**src/design/hfc_pkg.sv**
```systemverilog
// shared constants, carriers and state codes for the host fifo control
`default_nettype none
package hfc_pkg;
  localparam int DATA_W = 32;
  localparam int RX_DATA_DEPTH = 32;
  localparam int RX_STAT_DEPTH = 16;
  localparam int LEN_W = 11;
  localparam int PKT_LEN_LSB = 0;
  localparam int OFFSET_W = 5;
  localparam int BURST_W = 5;
  localparam logic TX_ON_RST = 1'b0;
  localparam logic [DATA_W-1:0] PAD_WORD = 32'h0;

  typedef struct packed {
    logic last;
    logic [DATA_W-1:0] data;
  } hfc_rx_word_t;

  typedef struct packed {
    logic valid;
    logic first;
    logic last;
    logic [DATA_W-1:0] cmd_b;
    logic [LEN_W-1:0] buf_bytes;
  } hfc_tx_cmd_t;

  typedef enum logic [2:0] {
    TX_OFF = 3'b001,
    TX_RUN = 3'b010,
    TX_STOP = 3'b100
  } hfc_tx_state_t;

  typedef enum logic [5:0] {
    RX_IDLE = 6'b000001,
    RX_OFFSET = 6'b000010,
    RX_DATA = 6'b000100,
    RX_TAIL = 6'b001000,
    RX_PAD = 6'b010000,
    RX_SKIP = 6'b100000
  } hfc_rx_state_t;
endpackage
`default_nettype wire

```
**src/design/hfc_fifo.sv**
```systemverilog
// synchronous fifo with valid/ready on both sides and registered flags
`default_nettype none
module hfc_fifo
  import hfc_pkg::*;
#(
  parameter int WIDTH = 33,
  parameter int DEPTH = 32,
  localparam int AW = $clog2(DEPTH),
  localparam int CW = $clog2(DEPTH + 1)
) (
  input wire logic clk,
  input wire logic rst_n,
  input wire logic flush,
  input wire logic in_valid,
  input wire logic [WIDTH-1:0] in_data,
  output logic in_ready,
  output logic out_valid,
  output logic [WIDTH-1:0] out_data,
  input wire logic out_ready,
  output logic [CW-1:0] count
);
  logic [WIDTH-1:0] mem [DEPTH];
  logic [AW-1:0] wp;
  logic [AW-1:0] rp;
  wire logic push = in_valid & in_ready;
  wire logic pop = out_valid & out_ready;
  wire logic [CW-1:0] next_count = CW'(count + CW'(push) - CW'(pop));
  wire logic [AW-1:0] wp_inc = (wp == AW'(DEPTH - 1)) ? '0 : AW'(wp + 1'b1);
  wire logic [AW-1:0] rp_inc = (rp == AW'(DEPTH - 1)) ? '0 : AW'(rp + 1'b1);

  assign out_data = mem[rp];

  always_ff @(posedge clk) begin
    if (push) begin
      mem[wp] <= in_data;
    end
  end

  always_ff @(posedge clk or negedge rst_n) begin
    if (!rst_n) begin
      wp <= '0;
      rp <= '0;
      count <= '0;
      in_ready <= 1'b1;
      out_valid <= 1'b0;
    end else if (flush) begin
      wp <= '0;
      rp <= '0;
      count <= '0;
      in_ready <= 1'b1;
      out_valid <= 1'b0;
    end else begin
      if (push) wp <= wp_inc;
      if (pop) rp <= rp_inc;
      count <= next_count;
      in_ready <= next_count != CW'(DEPTH);
      out_valid <= next_count != '0;
    end
  end
endmodule
`default_nettype wire

```
**src/design/hfc_tx_check.sv**
```systemverilog
// transmit command consistency checker: length sum and repeated b word
`default_nettype none
module hfc_tx_check
  import hfc_pkg::*;
(
  input wire logic clk,
  input wire logic rst_n,
  input wire hfc_tx_cmd_t cmd,
  output logic err
);
  logic [LEN_W-1:0] sum;
  logic [DATA_W-1:0] b_ref;
  wire logic [LEN_W-1:0] base = cmd.first ? '0 : sum;
  wire logic [LEN_W-1:0] total = LEN_W'(base + cmd.buf_bytes);
  wire logic [DATA_W-1:0] b_use = cmd.first ? cmd.cmd_b : b_ref;
  wire logic [LEN_W-1:0] pkt_len = b_use[PKT_LEN_LSB +: LEN_W];
  wire logic b_bad = ~cmd.first & (cmd.cmd_b != b_ref); // RULE3
  wire logic len_bad = cmd.last & (total != pkt_len); // RULE1

  always_ff @(posedge clk or negedge rst_n) begin
    if (!rst_n) begin
      sum <= '0;
      b_ref <= '0;
      err <= 1'b0;
    end else begin
      err <= cmd.valid & (b_bad | len_bad);
      if (cmd.valid) begin
        sum <= total;
        b_ref <= b_use;
      end
    end
  end
endmodule
`default_nettype wire

```
**src/design/hfc_top.sv**
```systemverilog
// host fifo control: tx error flag, tx halt/restart, rx fifos and shaping
// Behaviour
// RULE1: supplied byte count unequal to command packet length sets error flag.
// RULE2: host gives both command words per buffer; second word never changes.
// RULE3: unequal second command words within one packet set error flag.
// RULE4: host write into full transmit data fifo sets error flag.
// RULE5: status fifo overrun sets error flag unless discard option enabled.
// RULE6: error flag never halts the transmitter.
// RULE7: halt request lets current frame finish before stopping.
// RULE8: on final status clear halt and enable bits, pulse halted irq.
// RULE9: restart by enable bit; frames still queued go out first.
// RULE10: packet data goes to data fifo, then status into status fifo.
// RULE11: queued data and status counts are readable at any time.
// RULE12: host never reads more words than reported available.
// RULE13: read underrun raises receive error irq until soft reset.
// RULE14: each packet start shifted by programmable 0..31 byte offset.
// RULE15: host changes offset only between packets.
// RULE16: optional pad words make each packet a whole burst multiple.
// RULE17: offset and padding applied per packet in a continuous stream.
// RULE18: host reads status, then length plus offset plus pad words.
// RULE19: skip bit discards head packet, also while receiver runs.
// RULE20: host skips only packets of at least four words.
// RULE21: skip bit self clears; status fifo untouched by skip.
// RULE22: flush after receiver stop resets both rx fifos, bit self clears.
// RULE23: transmission suspended while transmit status fifo full.
// RULE24: with discard option keep sending, write no status while full.
`default_nettype none
module hfc_top
  import hfc_pkg::*;
#(
  parameter int RX_DEPTH = RX_DATA_DEPTH,
  parameter int ST_DEPTH = RX_STAT_DEPTH
) (
  input wire logic clk,
  input wire logic reset_n,
  input wire logic soft_reset,
  input wire hfc_tx_cmd_t tx_cmd,
  input wire logic tx_data_wr,
  input wire logic [LEN_W-1:0] tx_data_free,
  input wire logic tx_error_clr,
  input wire logic status_discard_on_overrun,
  input wire logic tx_status_push,
  input wire logic tx_status_full,
  input wire logic tx_frame_busy,
  input wire logic tx_halt_set,
  input wire logic tx_on_set,
  output logic tx_error_flag,
  output logic tx_on,
  output logic tx_halt_req,
  output logic tx_halted_irq,
  output logic tx_mac_go,
  output logic tx_status_wr,
  input wire logic rx_mac_data_valid,
  input wire hfc_rx_word_t rx_mac_data,
  output logic rx_mac_data_ready,
  input wire logic rx_mac_stat_valid,
  input wire logic [DATA_W-1:0] rx_mac_stat,
  output logic rx_mac_stat_ready,
  input wire logic rx_data_rd,
  output logic [DATA_W-1:0] rx_data_out,
  input wire logic rx_stat_rd,
  output logic [DATA_W-1:0] rx_stat_out,
  output logic [$clog2(RX_DEPTH+1)-1:0] rx_data_used,
  output logic [$clog2(ST_DEPTH+1)-1:0] rx_stat_used,
  output logic rx_error_irq,
  input wire logic [OFFSET_W-1:0] rx_offset,
  input wire logic rx_pad_enable,
  input wire logic [BURST_W-1:0] rx_burst_words,
  input wire logic rx_skip_set,
  output logic rx_skip_packet,
  input wire logic rx_flush_set,
  output logic rx_flush_busy
);
  //////////////////////////////////////////////////////////////////////////
  // reset release
  logic rst_q;
  logic rst_n_s;

  always_ff @(posedge clk or negedge reset_n) begin
    if (!reset_n) begin
      rst_q <= 1'b0;
      rst_n_s <= 1'b0;
    end else begin
      rst_q <= 1'b1;
      rst_n_s <= rst_q;
    end
  end

  //////////////////////////////////////////////////////////////////////////
  // transmit errors
  logic cmd_err;

  hfc_tx_check u_chk (
    .clk(clk),
    .rst_n(rst_n_s),
    .cmd(tx_cmd),
    .err(cmd_err)
  );

  wire logic data_ovr = tx_data_wr & (tx_data_free == '0); // RULE4
  wire logic stat_full_push = tx_status_push & tx_status_full;
  wire logic stat_ovr = stat_full_push & ~status_discard_on_overrun; // RULE5
  wire logic err_set = cmd_err | data_ovr | stat_ovr;
  // set wins over a clear in the same cycle
  wire logic next_err = err_set | (tx_error_flag & ~tx_error_clr);

  //////////////////////////////////////////////////////////////////////////
  // transmit halt and restart
  hfc_tx_state_t tx_state;
  hfc_tx_state_t next_tx_state;
  logic halt_done;
  wire logic suspend = tx_status_full & ~status_discard_on_overrun; // RULE23

  // error flag is not an input here, so errors never stop sending
  always_comb begin // RULE6
    next_tx_state = tx_state;
    halt_done = 1'b0;
    case (tx_state)
      TX_OFF: begin
        if (tx_on_set) next_tx_state = TX_RUN; // RULE9
      end
      TX_RUN: begin
        if (tx_halt_set && tx_frame_busy) begin
          next_tx_state = TX_STOP; // RULE7
        end else if (tx_halt_set) begin
          next_tx_state = TX_OFF;
          halt_done = 1'b1;
        end
      end
      TX_STOP: begin
        if (tx_status_push) begin
          next_tx_state = TX_OFF; // RULE8
          halt_done = 1'b1;
        end
      end
      default: next_tx_state = TX_OFF;
    endcase
  end

  wire logic next_run = next_tx_state == TX_RUN;
  wire logic next_drain = (next_tx_state == TX_STOP) & tx_frame_busy;
  wire logic next_go = (next_run | next_drain) & ~suspend; // RULE23

  always_ff @(posedge clk or negedge rst_n_s) begin
    if (!rst_n_s) begin
      tx_state <= TX_OFF;
      tx_on <= TX_ON_RST;
      tx_halt_req <= 1'b0;
      tx_halted_irq <= 1'b0;
      tx_mac_go <= 1'b0;
      tx_status_wr <= 1'b0;
      tx_error_flag <= 1'b0;
    end else begin
      tx_state <= next_tx_state;
      tx_on <= next_tx_state != TX_OFF; // RULE8
      tx_halt_req <= next_tx_state == TX_STOP;
      tx_halted_irq <= halt_done; // RULE8
      tx_mac_go <= next_go;
      tx_status_wr <= tx_status_push & ~tx_status_full; // RULE24
      tx_error_flag <= next_err; // RULE1 RULE3 RULE4 RULE5
    end
  end

  //////////////////////////////////////////////////////////////////////////
  // receive fifos
  logic df_valid;
  hfc_rx_word_t dw;
  logic sf_ready;
  logic sf_valid;
  logic [DATA_W-1:0] sw;
  logic [$clog2(RX_DEPTH+1)-1:0] dcount;
  logic [$clog2(ST_DEPTH+1)-1:0] scount;
  logic pop;
  logic pkt_open;
  wire logic fifo_clr = rx_flush_busy | soft_reset; // RULE22

  hfc_fifo #(
    .WIDTH($bits(hfc_rx_word_t)),
    .DEPTH(RX_DEPTH)
  ) u_dfifo (
    .clk(clk),
    .rst_n(rst_n_s),
    .flush(fifo_clr),
    .in_valid(rx_mac_data_valid),
    .in_data(rx_mac_data),
    .in_ready(rx_mac_data_ready),
    .out_valid(df_valid),
    .out_data(dw),
    .out_ready(pop),
    .count(dcount)
  );

  hfc_fifo #(
    .WIDTH(DATA_W),
    .DEPTH(ST_DEPTH)
  ) u_sfifo (
    .clk(clk),
    .rst_n(rst_n_s),
    .flush(fifo_clr),
    .in_valid(rx_mac_stat_valid),
    .in_data(rx_mac_stat),
    .in_ready(sf_ready),
    .out_valid(sf_valid),
    .out_data(sw),
    .out_ready(rx_stat_rd),
    .count(scount)
  );

  // status only taken once the packet's last data word is in
  wire logic dpush = rx_mac_data_valid & rx_mac_data_ready;
  wire logic spush = rx_mac_stat_valid & rx_mac_stat_ready;
  wire logic next_open = dpush ? ~rx_mac_data.last : pkt_open;
  wire logic next_sready = ~spush & sf_ready & ~next_open; // RULE10

  //////////////////////////////////////////////////////////////////////////
  // receive read shaping: offset, realignment, padding, skip
  hfc_rx_state_t rx_state;
  hfc_rx_state_t next_rx_state;
  logic [OFFSET_W-1:0] off_q;
  logic [2:0] word_left;
  logic [DATA_W-1:0] carry;
  logic [BURST_W-1:0] bcnt;
  logic avail;
  logic [DATA_W-1:0] rd_word;

  // offset latched at packet start so a late change cannot tear a packet
  wire logic [2:0] off_words = rx_offset[4:2]; // RULE14
  wire logic [5:0] sh = {1'b0, off_q[1:0], 3'b000};
  wire logic [DATA_W-1:0] shifted = dw.data << sh;
  wire logic [DATA_W-1:0] spill = (sh == 6'h00) ? '0 :
    dw.data >> (6'h20 - sh);
  wire logic [BURST_W-1:0] bcnt_inc = BURST_W'(bcnt + 1'b1);
  wire logic bwrap = bcnt_inc == rx_burst_words;
  wire logic pad_on = rx_pad_enable & (rx_burst_words != '0);
  wire logic pad_more = pad_on & ~bwrap; // RULE16
  wire logic take = rx_data_rd & avail & ~rx_flush_busy;
  wire logic d_under = rx_data_rd & ~avail; // RULE13
  wire logic s_under = rx_stat_rd & ~sf_valid; // RULE13
  wire logic skip_done = (rx_state == RX_SKIP) & df_valid & dw.last;
  wire logic next_skip = rx_skip_set | (rx_skip_packet & ~skip_done);
  wire logic next_irq = d_under | s_under | (rx_error_irq & ~soft_reset);
  wire logic can_skip = rx_skip_packet &
    (rx_state == RX_IDLE || rx_state == RX_OFFSET || rx_state == RX_DATA);

  always_comb begin
    next_rx_state = rx_state;
    avail = 1'b0;
    pop = 1'b0;
    rd_word = PAD_WORD;
    case (rx_state)
      RX_IDLE: begin
        if (df_valid) begin
          next_rx_state = (off_words != 3'h0) ? RX_OFFSET : RX_DATA;
        end
      end
      RX_OFFSET: begin
        avail = 1'b1;
        if (take && word_left == 3'h1) next_rx_state = RX_DATA;
      end
      RX_DATA: begin
        avail = df_valid;
        pop = take;
        rd_word = shifted | carry; // RULE14
        if (take && dw.last) begin
          if (off_q[1:0] != 2'h0) begin
            next_rx_state = RX_TAIL;
          end else begin
            next_rx_state = pad_more ? RX_PAD : RX_IDLE; // RULE17
          end
        end
      end
      RX_TAIL: begin
        avail = 1'b1;
        rd_word = carry;
        if (take) next_rx_state = pad_more ? RX_PAD : RX_IDLE; // RULE17
      end
      RX_PAD: begin
        avail = 1'b1;
        if (take && bwrap) next_rx_state = RX_IDLE; // RULE16
      end
      RX_SKIP: begin
        pop = df_valid; // RULE19
        if (skip_done) next_rx_state = RX_IDLE; // RULE21
      end
      default: next_rx_state = RX_IDLE;
    endcase
    if (can_skip) next_rx_state = RX_SKIP; // RULE19
    if (fifo_clr) begin
      next_rx_state = RX_IDLE; // RULE22
      pop = 1'b0;
    end
  end

  wire logic pkt_start = (rx_state == RX_IDLE) & df_valid;

  always_ff @(posedge clk or negedge rst_n_s) begin
    if (!rst_n_s) begin
      rx_state <= RX_IDLE;
      off_q <= '0;
      word_left <= '0;
      bcnt <= '0;
    end else begin
      rx_state <= next_rx_state;
      if (pkt_start) begin
        off_q <= rx_offset;
        word_left <= off_words;
        bcnt <= '0;
      end else if (take) begin
        word_left <= word_left - 3'h1;
        bcnt <= bwrap ? '0 : bcnt_inc;
      end
    end
  end

  always_ff @(posedge clk or negedge rst_n_s) begin
    if (!rst_n_s) begin
      carry <= '0;
    end else if (pkt_start) begin
      carry <= '0;
    end else if (take && rx_state == RX_DATA) begin
      carry <= spill;
    end
  end

  //////////////////////////////////////////////////////////////////////////
  // receive outputs and control bits
  always_ff @(posedge clk or negedge rst_n_s) begin
    if (!rst_n_s) begin
      pkt_open <= 1'b0;
      rx_mac_stat_ready <= 1'b0;
      rx_data_out <= '0;
      rx_stat_out <= '0;
      rx_data_used <= '0;
      rx_stat_used <= '0;
      rx_error_irq <= 1'b0;
      rx_skip_packet <= 1'b0;
      rx_flush_busy <= 1'b0;
    end else begin
      pkt_open <= fifo_clr ? 1'b0 : next_open;
      rx_mac_stat_ready <= next_sready & ~fifo_clr;
      if (take) rx_data_out <= rd_word;
      if (rx_stat_rd && sf_valid) rx_stat_out <= sw;
      rx_data_used <= dcount; // RULE11
      rx_stat_used <= scount; // RULE11
      rx_error_irq <= next_irq; // RULE13
      rx_skip_packet <= next_skip & ~fifo_clr; // RULE21
      rx_flush_busy <= rx_flush_set & ~rx_flush_busy; // RULE22
    end
  end
endmodule
`default_nettype wire

```
**config.mk**
```make
export PLATFORM = sky130hd
export DESIGN_NAME = hfc_top
export DESIGN_NICKNAME = d
export VERILOG_FILES = /design/src/design/hfc_pkg.sv /design/src/design/hfc_fifo.sv /design/src/design/hfc_tx_check.sv /design/src/design/hfc_top.sv
export SDC_FILE = /design/constraint.sdc
export NUM_CORES = 2
export LEC_CHECK = 0
export BUFFER_PORTS_ARGS = -buffer_cell sky130_fd_sc_hd__buf_4
export CORE_UTILIZATION = 25
export CTS_CLUSTER_DIAMETER = 200
export DETAILED_ROUTE_END_ITERATION = 10
export MAX_ROUTING_LAYER = met4
export RECOVER_POWER = 100
export SETUP_SLACK_MARGIN = 0.15
export SLEW_MARGIN = 20
export SYNTH_ARGS = -nofsm -noshare
export SYNTH_HDL_FRONTEND = slang
export SYNTH_SLANG_ARGS = --single-unit
```
**constraint.sdc**
```tcl
create_clock -name clk -period 10.85 [get_ports clk]
set_input_delay 1.6275 -clock clk [delete_from_list [all_inputs] [get_ports clk]]
set_output_delay 1.6275 -clock clk [all_outputs]
set_load 0.02 [all_outputs]
```
==> results by group <==
Run status
  – Outcome: finished, violations left
  – Failing checks: capacitance limit, slew limit

CTS
  – Clock transition at path regs: 60 ps
  – Clock Sinks: 1784
  – CTS Buffer Depth: 3
  – Post_cts resized: 0
  – H-tree Lvls: 4
  – Root Buffer: clkbuf_16
  – # hold bufs at CTS: 0
  – Worst skew pair latency: 830 ps
  – CTS tree: built
  – TritonCTS buffer count: 179
  – Postcts setup bufs: 0

Synthesis
  – Post-synth top area cell: edfxtp_1
  – Syn Nets: 3603
  – Syn Inst Count: 3413
  – Cell variety after synth: 67
  – Async SR Flop Fraction: 12.1%
  – Synth warn: 0
  – Top-area cell type share of the netlist area: 66.7%
  – Largest cells by area after synthesis: edfxtp_1 67%, mux4_2 15%, dfrtp_1 7.5%
  – Average size of a mapped cell: 20.7 µm²
  – Post-synth top flop: edfxtp_1
  – Seq/Total Area, Yosys: 74.4%
  – Yosys reg bits: 1784
  – EDFF count, synth: 1568
  – Top post-synthesis cells by count: 1568 x edfxtp_1, 456 x mux4_2, 212 x dfrtp_1
  – Synth Cell Area: 70600 µm²
  – Top-count cell post-synth: edfxtp_1

Place
  – Gpl congestion: 0.832
  – Dpl cells: 7276
  – HPWL after detailed placement: 111 mm
  – Placed cell area: 77100 µm²
  – PortBufs: 235

Timing
  – Setup_tns: 0 ps
  – Hold slack: 349 ps
  – Fmax: 137 MHz
  – Fin crit share: 67.2%
  – Endpoints failing hold: 0
  – Unrepaired setup endpoints after global routing: no
  – Pins over their slew limit: 2015
  – Final min period: 7290 ps
  – Worst-Margin Slew: 4010 ps
  – Clock Skew: 72.0 ps
  – Final setup fails: 0
  – Slew HR: -168%

Floorplanning
  – Num ports: 236
  – Die H: 533 µm
  – Starting Density: 25.2%
  – Die Area: 285000 µm²
  – Row count: 194
  – Die width: 533 µm
  – Core area: 280000 µm²

Detailed routing
  – Antenna Nets Post-Route: 0
  – DR vias: 35495
  – WL/cell: 25.2 µm
  – Vias/cell: 4.65
  – Initial DRT Pass Iterations: 7
  – Initial DRC count: 3897
  – DRC Markers: 0
  – Routed wire length: 192 mm

Final layout
  – Design area: 82200 µm²
  – Area growth, synth to finish: 16.4%
  – Fin cells: 7626
  – Finished Core Util: 29.3%
  – Nets: 3923
  – Fraction of layout cells with a size suffix above 1: 24.0%

Setup path
  – WP data required: 11570 ps
  – Top cell by count, worst path: mux4_2
  – CP cell instances: clkbuf_1 -> buf_4 -> mux4_2 -> mux4_2 -> mux2_1 -> a221oi_1 -> o21ai_1 -> o22a_1
  – R2r startpoint: u_dfifo.rp[1]
  – Reg-to-Reg End: rx_data_out[30]
  – Critical path's slowest cell: dfrtp_1
  – Slowest cell delay on critical path: 2170 ps
  – Worst reg2reg setup slack: 3560 ps
  – Crit path from: u_dfifo.rp[1]
  – Crit path to: rx_data_out[30]
  – Worst EP arrival: 8000 ps
  – Critical path fanouts, max: 43
  – Startpoint Class: flip-flop
  – R2R depth: 8
  – CP endpoint kind: flip-flop
  – Critical Setup Path Class: reg2reg

Power and ir drop
  – Lkg Pwr: 0.0252 µW
  – Peak supply drop: 0.180 mV
  – Power per cell area: 193 nW/µm²

GRT
  – Number of global-route vias before repair: 36168
  – All-layer global routing usage: 13.7%
  – GR Overflow Total: 0
  – Largest net degree at the start of global routing: 114
  – First-pass GRT wire length: 274 mm
  – Initial antenna violation count: 31

Min path
  – Type of the most critical hold path: reg2reg

Run
  – Max Cap Violations: 72
worst max-delay path, delay by kind of cell (launching register included):
kind / cells / cell delay [ps]
buffers and inverters: 2 / 2870
DFF: 1 / 2170
AOI/OAI and AO/OA: 3 / 560
muxes: 3 / 1490
cells in the final DEF, fill, tap and decap left out, types with 22 or more instances in the layout:
cell and n:
nor2_1 108, a221oi_1 23, xnor2_1 56, clkbuf_1 264
clkbuf_16 179, a22o_1 22, buf_4 95, nand2_1 104
o21ai_0 49, a22oi_1 32, ha_1 37, clkinv_1 31
edfxtp_1 1568, dfrtp_1 204, inv_1 33, mux2i_1 78
clkinv_2 27, mux4_2 456, nand3_1 24, mux2_2 76
a21oi_1 73
cell families (layout without fill, tap and decap cells):
family                     count (synthesis)  count (layout)  synth area share [%]
DFF                                     1784            1784                  74.4
muxes                                    617             617                  17.0
and+or+nand+nor                          389             389                  2.66
AOI/OAI and AO/OA                        295             295                  2.87
buffers and inverters                    212             683                  1.41
xor gates and xnor gates                  75              75                 0.970
adders and majority gates                 40              40                 0.741
other                                      1              19               0.00531
power by group:
group,internal [µW],switching (µW)
clock network,3600,2690
logic,556,1010
registers,7750,233
total,11900,3930
per-layer routing:
layer | share of wire (%) | wire (µm) | up-vias | GRT usage [%]
met5 | 0 | 0 | - | -
met4 | 2.8 | 5300 | 0 | 3.93
met3 | 6.9 | 13200 | 276 | 2.50
met2 | 50 | 95800 | 1373 | 22.7
met1 | 41 | 78000 | 19119 | 17.1
li1 | - | - | 14727 | -
worst min path at each step:
| stage | startpoint | end | slack, ps | cells past startpoint |
|---|---|---|---|---|
| floorplan | rst_q | rst_n_s | 330 | 0 |
| global placement | rst_q | rst_n_s | 340 | 0 |
| detailed placement | rst_q | rst_n_s | 340 | 0 |
| CTS | rst_q | rst_n_s | 350 | 0 |
| global route | rst_q | rst_n_s | 360 | 0 |
| finish | rst_q | rst_n_s | 350 | 0 |
per-stage QoR:
stage          setup slack [ps]  total power (µW)
4_1_cts                    6050             16100
5_1_grt                    2900             16400
3_5_place_dp               6070              9870
2_1_floorplan              4390              8990
3_3_place_gp               6150              9840
6_report                   3560             15800
flip-flops by register name, indices dropped and copies added, names as in the netlist, 4 cells and up:
signal         cells
u_chk.sum         11
bcnt               5
carry             32
u_dfifo.mem     1056
u_sfifo.rp         4
rx_stat_used       5
rx_stat_out       32
u_dfifo.count      6
rx_data_out       32
rx_data_used       6
u_sfifo.mem      512
rx_state           6
u_dfifo.wp         5
u_sfifo.wp         4
u_chk.b_ref       32
u_dfifo.rp         5
u_sfifo.count      5
layout make-up:
type,instances,area (µm²)
antenna,18,45.0
clock buffer,236,4760
clock inverter,96,1200
fill,27427,198000
inverter,35,131
multi-input combinational,1417,17200
sequential,1784,52500
tap,3724,4660
timing repair buffer,316,1620
(Power assumes the default switching activity.)
